**config.mk**
```make
export PLATFORM = sky130hd
export DESIGN_NAME = cfg_cmd_top
export DESIGN_NICKNAME = d
export VERILOG_FILES = /design/src/cfg_pkg.sv /design/src/cfg_mem_if.sv /design/src/cfg_mem.sv /design/src/cfg_cmd_top.sv
export SDC_FILE = /design/constraint.sdc
export NUM_CORES = 1
export LEC_CHECK = 0
export ABC_AREA = 1
export ABC_CLOCK_PERIOD_IN_PS = 3200
export BUFFER_PORTS_ARGS = -buffer_cell sky130_fd_sc_hd__buf_2
export CAP_MARGIN = 20
export CORE_MARGIN = 1.5
export CORE_UTILIZATION = 35
export CTS_CLUSTER_DIAMETER = 200
export DETAILED_ROUTE_END_ITERATION = 12
export PLACE_DENSITY = 0.58
export SLEW_MARGIN = 20
export SYNTH_ARGS = -nofsm -noshare
export SYNTH_HDL_FRONTEND = slang
export SYNTH_HIERARCHICAL = 1
export SYNTH_SLANG_ARGS = --single-unit
```
**constraint.sdc**
```tcl
create_clock -name MCLK -period 3.2 [get_ports MCLK]
set_input_delay 0.32 -clock MCLK [delete_from_list [all_inputs] [get_ports MCLK]]
set_output_delay 0.32 -clock MCLK [all_outputs]
set_load 0.03 [all_outputs]
```
**src/cfg_pkg.sv**
```systemverilog
package cfg_pkg;

	// ----------------------------------------------------------------
	// Message codes
	// ----------------------------------------------------------------
	localparam logic [7:0]  CMD_ENTER     = 8'hA0;
	localparam logic [7:0]  CMD_LEAVE     = 8'h80;
	localparam logic [7:0]  CMD_ADDR_RD   = 8'h1C;
	localparam logic [7:0]  CMD_ADDR_WR   = 8'h5C;
	localparam logic [7:0]  CMD_REV       = 8'hB0;
	localparam logic [2:0]  GRP_READ      = 3'h0;
	localparam logic [2:0]  GRP_WRITE     = 3'h2;
	localparam int          MSG_DATA_BYTES = 3;

	// ----------------------------------------------------------------
	// Configuration memory and slave address
	// ----------------------------------------------------------------
	localparam int          MEM_AW        = 5;
	localparam int          MEM_DW        = 16;
	localparam logic [4:0]  ADDR_WORD     = 5'h1C;
	localparam logic [15:0] ADDR_WORD_RST = 16'h0028;
	localparam logic [6:0]  DEF_ADDR      = 7'h28;

	// ----------------------------------------------------------------
	// Response byte fields
	// ----------------------------------------------------------------
	localparam logic [1:0]  ST_SESSION    = 2'h2;
	localparam logic [1:0]  ST_STALE      = 2'h1;
	localparam logic [1:0]  RES_BUSY      = 2'h0;
	localparam logic [1:0]  RES_ACK       = 2'h1;
	localparam logic [1:0]  RES_NACK      = 2'h2;
	localparam logic [7:0]  IDLE_BYTE     = 8'hFF;

	// ----------------------------------------------------------------
	// Timing, 25 MHz clock
	// ----------------------------------------------------------------
	localparam int          CLK_NS        = 40;
	localparam int          WINDOW_NS     = 10_000_000;
	localparam int          RESP_NS       = 100_000;
	localparam int          WRITE_NS      = 12_000_000;
	localparam int          WINDOW_CYC    = WINDOW_NS / CLK_NS;
	localparam int          RESP_CYC      = RESP_NS / CLK_NS;
	localparam int          WRITE_CYC     = WRITE_NS / CLK_NS;
	localparam int          CNT_W         = 19;

endpackage : cfg_pkg

```
**src/cfg_mem_if.sv**
```systemverilog
`timescale 1ns/1ns
// Port between the interpreter and its configuration memory.
interface cfg_mem_if #(
	parameter int AW = 5,
	parameter int DW = 16
);
	logic          we;
	logic [AW-1:0] addr;
	logic [DW-1:0] wdata;
	logic [DW-1:0] rdata;

	modport ctrl (output we, output addr, output wdata, input rdata);
	modport mem  (input we, input addr, input wdata, output rdata);
endinterface : cfg_mem_if

```
**src/cfg_mem.sv**
```systemverilog
`timescale 1ns/1ns
module cfg_mem #(
	parameter int              AW       = 5,
	parameter int              DW       = 16,
	parameter logic [4:0]      RST_ADDR = 5'h1C,
	parameter logic [15:0]     RST_VAL  = 16'h0028
)(
	input  wire logic   clk,
	input  wire logic   rst_n,
	input  wire logic   ce,
	cfg_mem_if.mem      port
);
	logic [DW-1:0] words_r [2**AW];

	// Words reset to zero except the address word; read data is registered.
	always_ff @(posedge clk or negedge rst_n) begin
		if (!rst_n) begin
			for (int i = 0; i < 2**AW; i++) begin
				words_r[i] <= (i == int'(RST_ADDR)) ? RST_VAL : '0;
			end
			port.rdata <= '0;
		end else if (ce) begin
			if (port.we) begin
				words_r[port.addr] <= port.wdata;
			end
			port.rdata <= words_r[port.addr];
		end
	end
endmodule : cfg_mem

```
**src/cfg_cmd_top.sv**
```systemverilog
`timescale 1ns/1ns
module cfg_cmd_top
	import cfg_pkg::*;
#(
	parameter int          WINDOW_CYCLES = WINDOW_CYC,
	parameter int          WRITE_CYCLES  = WRITE_CYC,
	parameter int          RESP_CYCLES   = RESP_CYC,
	parameter logic [15:0] REVISION      = 16'h0001  // Arbitrary value.
)(
	input  wire logic       MCLK,
	input  wire logic       RST_N,
	input  wire logic       CE,
	input  wire logic       SCL,
	input  wire logic       SDA_IN,
	input  wire logic [2:0] MEM_FAULT,
	output logic            SDA_OUT,
	output logic            SDA_OE,
	output logic            CONFIG_SESSION,
	output logic [6:0]      BUS_ADDR
);

	// ----------------------------------------------------------------
	// Pin synchronisers and bus conditions
	// ----------------------------------------------------------------
	logic [1:0] scl_q, sda_q;
	logic [1:0] flt_q0, flt_q1, flt_q2;
	logic       scl_d, sda_d;
	wire        scl_s = scl_q[1];
	wire        sda_s = sda_q[1];

	// Two stages per pin, then one more stage on SCL and SDA for edge detection.
	always_ff @(posedge MCLK or negedge RST_N) begin
		if (!RST_N) begin
			scl_q  <= 2'h3;
			sda_q  <= 2'h3;
			scl_d  <= 1'b1;
			sda_d  <= 1'b1;
			flt_q0 <= 2'h0;
			flt_q1 <= 2'h0;
			flt_q2 <= 2'h0;
		end else if (CE) begin
			scl_q  <= {scl_q[0], SCL};
			sda_q  <= {sda_q[0], SDA_IN};
			scl_d  <= scl_s;
			sda_d  <= sda_s;
			flt_q0 <= {flt_q0[0], MEM_FAULT[0]};
			flt_q1 <= {flt_q1[0], MEM_FAULT[1]};
			flt_q2 <= {flt_q2[0], MEM_FAULT[2]};
		end
	end

	wire scl_rise = scl_s & ~scl_d;
	wire scl_fall = ~scl_s & scl_d;
	wire start_c  = scl_s & scl_d & sda_d & ~sda_s;
	wire stop_c   = scl_s & scl_d & ~sda_d & sda_s;

	// ----------------------------------------------------------------
	// Slave port state
	// ----------------------------------------------------------------
	typedef enum logic [2:0] {S_IDLE, S_ADDR, S_ACK, S_WBYTE, S_RBYTE, S_RACK, S_RNEXT} i2c_st_t;

	i2c_st_t    st_r;
	logic [3:0] bit_r;
	logic [7:0] sh_r, tx_r, cmd_r, dhi_r, dlo_r;
	logic [2:0] byte_r;
	logic       rw_r, oe_r, hit_r, go_r;
	logic [6:0] active_addr_r, pending_addr_r;
	logic       session_r;
	logic [CNT_W-1:0] busy_r, win_r;
	logic [1:0] result_r;
	logic       cfg_err_r, rd_pend_r;
	logic [15:0] rdata_r;

	cfg_mem_if #(.AW(MEM_AW), .DW(MEM_DW)) mif ();

	// Response byte: session status, plus diagnostics and result while in session, busy while counting.
	wire       busy      = (busy_r != '0);
	wire [3:0] diag      = {cfg_err_r, flt_q2[1], flt_q1[1], flt_q0[1]};
	wire [1:0] res_code  = busy ? RES_BUSY : result_r;
	wire [7:0] resp_byte = session_r ? {ST_SESSION, diag, res_code}
	                                 : {ST_STALE, 6'h00};
	wire [7:0] tx_sel    = (byte_r == 3'd0) ? resp_byte :
	                       (byte_r == 3'd1) ? rdata_r[15:8] :
	                       (byte_r == 3'd2) ? rdata_r[7:0] : IDLE_BYTE;
	wire       addr_hit  = (sh_r[7:1] == active_addr_r);
	wire       msg_full  = (byte_r == 3'(MSG_DATA_BYTES));

	// Bit-level slave: samples on SCL rise, drives SDA after SCL fall.
	always_ff @(posedge MCLK or negedge RST_N) begin
		if (!RST_N) begin
			st_r  <= S_IDLE;
			bit_r <= '0;
			sh_r  <= '0;
			tx_r  <= '0;
			cmd_r <= '0;
			dhi_r <= '0;
			dlo_r <= '0;
			byte_r <= '0;
			rw_r  <= 1'b0;
			oe_r  <= 1'b0;
			hit_r <= 1'b0;
			go_r  <= 1'b0;
		end else if (CE) begin
			go_r <= 1'b0;
			if (start_c) begin
				st_r   <= S_ADDR;
				bit_r  <= '0;
				byte_r <= '0;
				oe_r   <= 1'b0;
				hit_r  <= 1'b0;
			end else if (stop_c) begin
				st_r <= S_IDLE;
				oe_r <= 1'b0;
				go_r <= hit_r & ~rw_r & msg_full;
			end else begin
				case (st_r)
					S_ADDR, S_WBYTE: begin
						if (scl_rise) begin
							sh_r  <= {sh_r[6:0], sda_s};
							bit_r <= bit_r + 4'd1;
						end else if (scl_fall && bit_r == 4'd8) begin
							bit_r <= '0;
							if (st_r == S_ADDR) begin
								rw_r  <= sh_r[0];
								hit_r <= addr_hit;
								oe_r  <= addr_hit;
								st_r  <= addr_hit ? S_ACK : S_IDLE;
							end else begin
								if (byte_r == 3'd0) cmd_r <= sh_r;
								if (byte_r == 3'd1) dhi_r <= sh_r;
								if (byte_r == 3'd2) dlo_r <= sh_r;
								if (!byte_r[2]) byte_r <= byte_r + 3'd1;
								oe_r <= 1'b1;
								st_r <= S_ACK;
							end
						end
					end
					S_ACK: begin
						if (scl_fall) begin
							if (rw_r) begin
								tx_r <= tx_sel;
								oe_r <= ~tx_sel[7];
								st_r <= S_RBYTE;
							end else begin
								oe_r <= 1'b0;
								st_r <= S_WBYTE;
							end
						end
					end
					S_RBYTE: begin
						if (scl_rise) begin
							bit_r <= bit_r + 4'd1;
						end else if (scl_fall) begin
							if (bit_r == 4'd8) begin
								bit_r <= '0;
								oe_r  <= 1'b0;
								st_r  <= S_RACK;
							end else begin
								oe_r <= ~tx_r[3'(4'd7 - bit_r)];
							end
						end
					end
					S_RACK: begin
						if (scl_rise) begin
							if (sda_s) begin
								st_r <= S_IDLE;
							end else begin
								if (!byte_r[2]) byte_r <= byte_r + 3'd1;
								st_r <= S_RNEXT;
							end
						end
					end
					S_RNEXT: begin
						if (scl_fall) begin
							tx_r <= tx_sel;
							oe_r <= ~tx_sel[7];
							st_r <= S_RBYTE;
						end
					end
					default: st_r <= S_IDLE;
				endcase
			end
		end
	end

	// ----------------------------------------------------------------
	// Command interpreter
	// ----------------------------------------------------------------
	wire win_open = (win_r < CNT_W'(WINDOW_CYCLES));
	wire is_read  = (cmd_r[7:5] == GRP_READ);
	wire is_write = (cmd_r[7:5] == GRP_WRITE);
	wire take     = go_r & ~busy;

	assign mif.we    = take & session_r & is_write;
	assign mif.addr  = cmd_r[4:0];
	assign mif.wdata = {dhi_r, dlo_r};

	// Power-on window counter, saturating once the window closes.
	always_ff @(posedge MCLK or negedge RST_N) begin
		if (!RST_N) begin
			win_r <= '0;
		end else if (CE && win_open) begin
			win_r <= win_r + CNT_W'(1);
		end
	end

	// Decodes a completed message and keeps the session, result and fetch data.
	always_ff @(posedge MCLK or negedge RST_N) begin
		if (!RST_N) begin
			session_r      <= 1'b0;
			busy_r         <= '0;
			result_r       <= RES_BUSY;
			cfg_err_r      <= 1'b0;
			rd_pend_r      <= 1'b0;
			rdata_r        <= '0;
			active_addr_r  <= DEF_ADDR;
			pending_addr_r <= DEF_ADDR;
		end else if (CE) begin
			if (busy) begin
				busy_r <= busy_r - CNT_W'(1);
				if (busy_r == CNT_W'(1) && rd_pend_r) begin
					rdata_r   <= mif.rdata;
					rd_pend_r <= 1'b0;
				end
			end
			if (take && !session_r) begin
				if (cmd_r == CMD_ENTER && win_open) begin
					session_r <= 1'b1;
					result_r  <= RES_ACK;
					cfg_err_r <= 1'b0;
					busy_r    <= CNT_W'(RESP_CYCLES);
				end
			end else if (take) begin
				busy_r    <= CNT_W'(RESP_CYCLES);
				result_r  <= RES_ACK;
				cfg_err_r <= 1'b0;
				if (is_read) begin
					rd_pend_r <= 1'b1;
				end else if (is_write) begin
					busy_r <= CNT_W'(WRITE_CYCLES);
					if (cmd_r[4:0] == ADDR_WORD) pending_addr_r <= dlo_r[6:0];
				end else if (cmd_r == CMD_REV) begin
					rdata_r <= REVISION;
				end else if (cmd_r == CMD_LEAVE) begin
					session_r     <= 1'b0;
					active_addr_r <= pending_addr_r;
					busy_r        <= '0;
				end else if (cmd_r != CMD_ENTER) begin
					result_r  <= RES_NACK;
					cfg_err_r <= 1'b1;
				end
			end
		end
	end

	cfg_mem #(
		.AW       (MEM_AW),
		.DW       (MEM_DW),
		.RST_ADDR (ADDR_WORD),
		.RST_VAL  (ADDR_WORD_RST)
	) u_mem (
		.clk   (MCLK),
		.rst_n (RST_N),
		.ce    (CE),
		.port  (mif.mem)
	);

	// Open-drain data pin: only ever pulled low.
	assign SDA_OUT        = 1'b0;
	assign SDA_OE         = oe_r;
	assign CONFIG_SESSION = session_r;
	assign BUS_ADDR       = active_addr_r;

endmodule : cfg_cmd_top

```
After elaboration in Yosys (flattened, before gate mapping):

Index checks and enable logic that the tools add are counted.
Widths: inputs -> output; s select.

* $add $sub $neg: 5
* order comparisons: 4
* eq/ne operators: 43
* multiplexer cells: 112
* bitwise gates (word level): 29
* reductions and logical operators: 36

Operators with widths (count)
* $bwmux 512: 1
* $mux 16: 10
* $mux 19: 6
* $bmux 16 s5: 1
* $demux 16 s5: 1
* $mux 3: 20
* $mux 8: 7
* $ne 4x4->1 const B: 11
* $mux 1: 40
* $reduce_and 8->1: 5
* $mux 4: 7
* $reduce_and 7->1: 4
* $eq 8x8->1 const B: 3
* $mux 12: 2
* $mux 2: 11
* $add 19x1->19 const B: 1
* $eq 19x1->1 const B: 1
* $lt 19x18->1 const B: 1
* $reduce_bool 19->1: 1
* $sub 19x1->19 const B: 1
* $reduce_and 6->1: 3
* $not 1->1: 16
* $pmux 8 s2: 1
* $eq 3x2->1 const B: 5
* 33 further kinds: 70

* bits in registers: 667
* word-level logic and storage cells: 290

Logic depth before layout (Yosys ltp):

* depth after elaboration: 10
* mapped depth: 14
* mapped depth without buffers: 12

Modules after synthesis:

Netlist, hierarchy kept.

By module, submodules not included
* cfg_mem: times used 1, cells an instance 3250, area an instance 24319.6 um^2, seq. area each 13215.2 um^2
* cfg_cmd_top: times used 1, cells an instance 999, area an instance 7701.1 um^2, seq. area each 3465.8 um^2

Worst setup path before layout:

No wires, ideal clock.

* kind: register to register
* from: register busy_r[0]
* to: register u_mem/words_r[219] in the netlist's numbering
* arrival time: 2.349 ns
* required time: 3.067 ns
* path slack: 0.718 ns
* cell stages (with the launch flop): 14
* buffers on the path: 2
* cells stage by stage: dfrtp_1 inv_1 ha_1 nand2_4 nor2_8 nand4_4 nor2_2 buf_4 nand2_1 nor3_4 nand2_1 clkbuf_1 nand2_1 o21ai_0

* longest elaborated chain between the ends: 6

Ends and longest elaborated chain
* start: declaration: line cfg_cmd_top.sv:69 `logic [CNT_W-1:0] busy_r, win_r;`
* start signal: assignment: line cfg_cmd_top.sv:220 `busy_r <= busy_r - CNT_W'(1);`
* start signal: assignment: line cfg_cmd_top.sv:231 `busy_r <= CNT_W'(RESP_CYCLES);`
* start signal: assignment: line cfg_cmd_top.sv:234 `busy_r <= CNT_W'(RESP_CYCLES);`
* $reduce_bool 19->1: line cfg_cmd_top.sv:77 `wire busy = (busy_r != '0);`
* $not 1->1: line cfg_cmd_top.sv:192 `wire take = go_r & ~busy;`
* $and 1x1->1: line cfg_cmd_top.sv:192
* $and 1x1->1 (2 in series): line cfg_cmd_top.sv:194 `assign mif.we = take & session_r & is_write;`
* via mif.we: line cfg_mem_if.sv:7 `logic we;`
* $reduce_and 2->1 (no line)
* end signal: indexed assignment: line cfg_mem.sv:19 `words_r[i] <= (i == int'(RST_ADDR)) ? RST_VAL : '0;`
* end signal: indexed assignment: line cfg_mem.sv:24 `words_r[port.addr] <= port.wdata;`
* end: declaration: line cfg_mem.sv:13 `logic [DW-1:0] words_r [2**AW];`

The timed path passes the listed nets, and every way through them passes these cells.
A chain may end at the register's enable or synchronous reset.

Worst setup path in the final report:

* from: register busy_r[0]
* to: register u_mem/words_r[180] in the netlist's numbering

* longest elaborated chain between the ends: 6

Ends and longest elaborated chain (line)
* $reduce_bool 19->1: cfg_cmd_top.sv:77
* $not 1->1: cfg_cmd_top.sv:192
* $and 1x1->1: cfg_cmd_top.sv:192
* $and 1x1->1 (2 in series): cfg_cmd_top.sv:194
* $reduce_and 2->1 (no line)

No other way between the ends.

==> results.ini <==
[critical_path]
ff2ff_path_depth=12
crit_type=reg2reg
crit_chain=inv_1 > ha_1 > nand2_4 > nor2_8 > nand4_4 > nor2_2 > nand2_1 > nor3_4 > nand2_1 > buf_12 > nand2_1 > o21ai_0
crit_path_start_kind=register
cpMostUsedCell=nand2_1
cp.arrival_ns=3.31
r2r_start=busy_r[0]$_DFFE_PN0P_
slowest_stage=nor3_4
startpoint=busy_r[0]$_DFFE_PN0P_
critical_path_required_ns=3.68
crit_fanout=24
max_stage_delay_ns=0.43
crit_path_end_kind=register

[synthesis]
ys_warn_count=6
synth_cell_types=45
synth_ff_type=dfrtp_1
synth_seq_cells=666
syn-num-nets=4269
synth_edf_count=0
synth_area_um2=32000
async_flop_share=1.00
syn_inst=4249
synth.avg_cell_area_um2=7.54
seq_area_frac_synth=0.521

[sta]
rsz0062_at_grt=false
finalSetupTns_ns=0
fmax_ghz=0.354
setup_viol=0
min_period_ns=2.83
period_share=0.883
hold_viol=0
slew-limit-headroom=0.346
slew_violations=0
tightest_slew_ns=0.980
clock_skew_ns=0.0290

[die]
die_h_um=305
start_util=0.355
coreArea_um2=90300
num_rows=110
die_x_um=305
ioPinCount=18
die_area_um2=93300

[hold_path]
hold_start=CE
min_path_type=in2reg
whs_path_depth=3

[clocking]
clockBufferDepth=3
post_cts_buffers=0
cts.reportedPaths.clkPinSlew_ns=0.06
clk_latency_ns=0.66
ctsResizeCount=0
clock-root-buffer=clkbuf_16
cts-buffers-inserted=78
htreeDepth=3
cts_tree=done
cts.sinks=666

[finish]
fill_cells=9348
final_cell_area_um2=36200
layout_common_cells=nand2_1 (2113), dfrtp_1 (652), o21ai_0 (546), nand3_1 (164), inv_1 (141)
n_antenna_cell=0
final_nets=4209
layout_commonest_cell=nand2_1
area_growth_pct=13.1
final_layout_size_suffix_gt1_frac=0.0784

[grt]
grt_max_degree=132
grt_pass1_wl_um=150000
grt_pass1_vias=25496
antenna_found_initial=0
grt_overflow=0
grt_usage=0.204

[placed_design]
dpl.hpwl_um=58300
port_buffers=16
gp_congestion=0.883
placed_cell_area_um2=33600

[routing]
wl_um=94400
drtIter0Drc=2664
routedWlPerCell_um=17.4
firstDrtPassIters=6
vias_per_cell=4.97
via_count=26961
drc=0
ant_nets=0

[run]
drv_cap=0

[pwr]
power_leakage_uw=0.0178
peakVddDrop_v=0.000386
powerDensity_nw_per_um2=532

[outcome]
outcome=finished clean

==> kinds of logic after synthesis <==
group | count (synthesis) | share of synthesized area
buf+inv | 416 | 0.0518
xor+xnor | 30 | 0.00821
flops | 666 | 0.521
mux | 1 | 0.000313
simple gates | 2498 | 0.315
other cells | 1 | 0.000117
fa+ha+maj | 12 | 0.00469
compound gates | 625 | 0.0994
==> synthesized netlist by cell type (all sizes together), types with 2 or more instances <==
library cell  instances  area share
o221ai                2     0.00055
inv                 145       0.017
dfstp                12      0.0098
nand4                14      0.0037
o22ai                 3     0.00059
o21ai               587       0.092
nor3                 27      0.0061
or2                  17      0.0033
buf                  58      0.0098
clkbuf              213       0.025
ha                   12      0.0047
nand2              2125        0.25
o31ai                 2     0.00047
dfrtp               654        0.51
a21oi                13      0.0021
nor2                137       0.021
and2                  2     0.00039
nand3               169       0.028
xor2                 15      0.0041
nand3b                3     0.00070
a31oi                 9      0.0018
nor4                  3     0.00059
xnor2                15      0.0041
o211ai                7      0.0016
==> cell type report <==
cell class	count	area, um2	area share
clock buffer	111	2210	0.0609
clock inverter	27	394	0.0109
inverter	145	554	0.0153
multi-input combinational	3167	13700	0.379
sequential	666	16700	0.461
tap	1176	1470	0.0406
timing repair buffer	131	1190	0.0329
==> state kept, by name, indices dropped and copies added, names as in the netlist, 2 cells and up <==
name	flops
u_mem/words_r	512
busy_r	19
win_r	19
rdata_r	16
u_mem/port.rdata	16
cmd_r	8
dhi_r	8
dlo_r	8
sh_r	8
tx_r	8
BUS_ADDR	7
pending_addr_r	7
bit_r	4
byte_r	3
st_r	3
flt_q0	2
flt_q1	2
flt_q2	2
result_r	2
scl_q	2
sda_q	2
==> through the flow <==
step | util | hold slack, ns | total power [uW] | worst slack (ns) | std cells
6_report | 0.401 | 0.0454 | 19300 | 0.373 | 5423
5_1_grt | 0.401 | 0.0507 | 20100 | 0.125 | 5423
4_1_cts | 0.401 | 0.0159 | 19500 | 0.378 | 5423
3_5_place_dp | 0.372 | 0.398 | 10400 | 0.386 | 5279
3_3_place_gp | 0.372 | 0.390 | 10400 | 0.505 | 5279
2_1_floorplan | - | 0.0244 | 9880 | 0.718 | 4249
==> worst max-delay path: cells and delay by family (launching register included) <==
family,cells,cell delay [ns]
AO/OA/AOI/OAI,1,0.07
buffers and inverters,2,0.35
flip-flops,1,0.40
adder cells (fa/ha/maj),1,0.24
AND/OR/NAND/NOR,8,1.60
==> repair_timing <==
action	CTS	global route
setup endpoints to repair	0	0
hold buffers	6	0
endpoints found under the hold margin	62	0
==> power by group <==
group | switching [uW] | internal (uW)
Clock | 3750 | 5260
Sequential | 234 | 8640
Combinational | 951 | 450
Total | 4930 | 14400
==> final timing paths <==
kind,slack [ns],endpoint
worst max-delay path,0.37,u_mem/words_r[180]$_DFFE_PN0P_
worst min-delay path,0.05,busy_r[6]$_DFFE_PN0P_
worst max register to register,0.37,u_mem/words_r[180]$_DFFE_PN0P_
worst min register to register,0.41,win_r[18]$_DFFE_PN0P_
max in group asynchronous,1.97,u_mem/port.rdata[10]$_DFFE_PN0P_
min in group asynchronous,0.29,u_mem/words_r[284]$_DFFE_PN0P_
==> layer usage <==
layer	global-route usage	up-vias	share of wire
met5	0	-	0
met4	0.0677	0	0.030
met3	0.0311	150	0.051
met2	0.320	661	0.46
met1	0.287	12896	0.46
li1	-	13254	-
No activity file was read; power rests on OpenSTA's default activity.
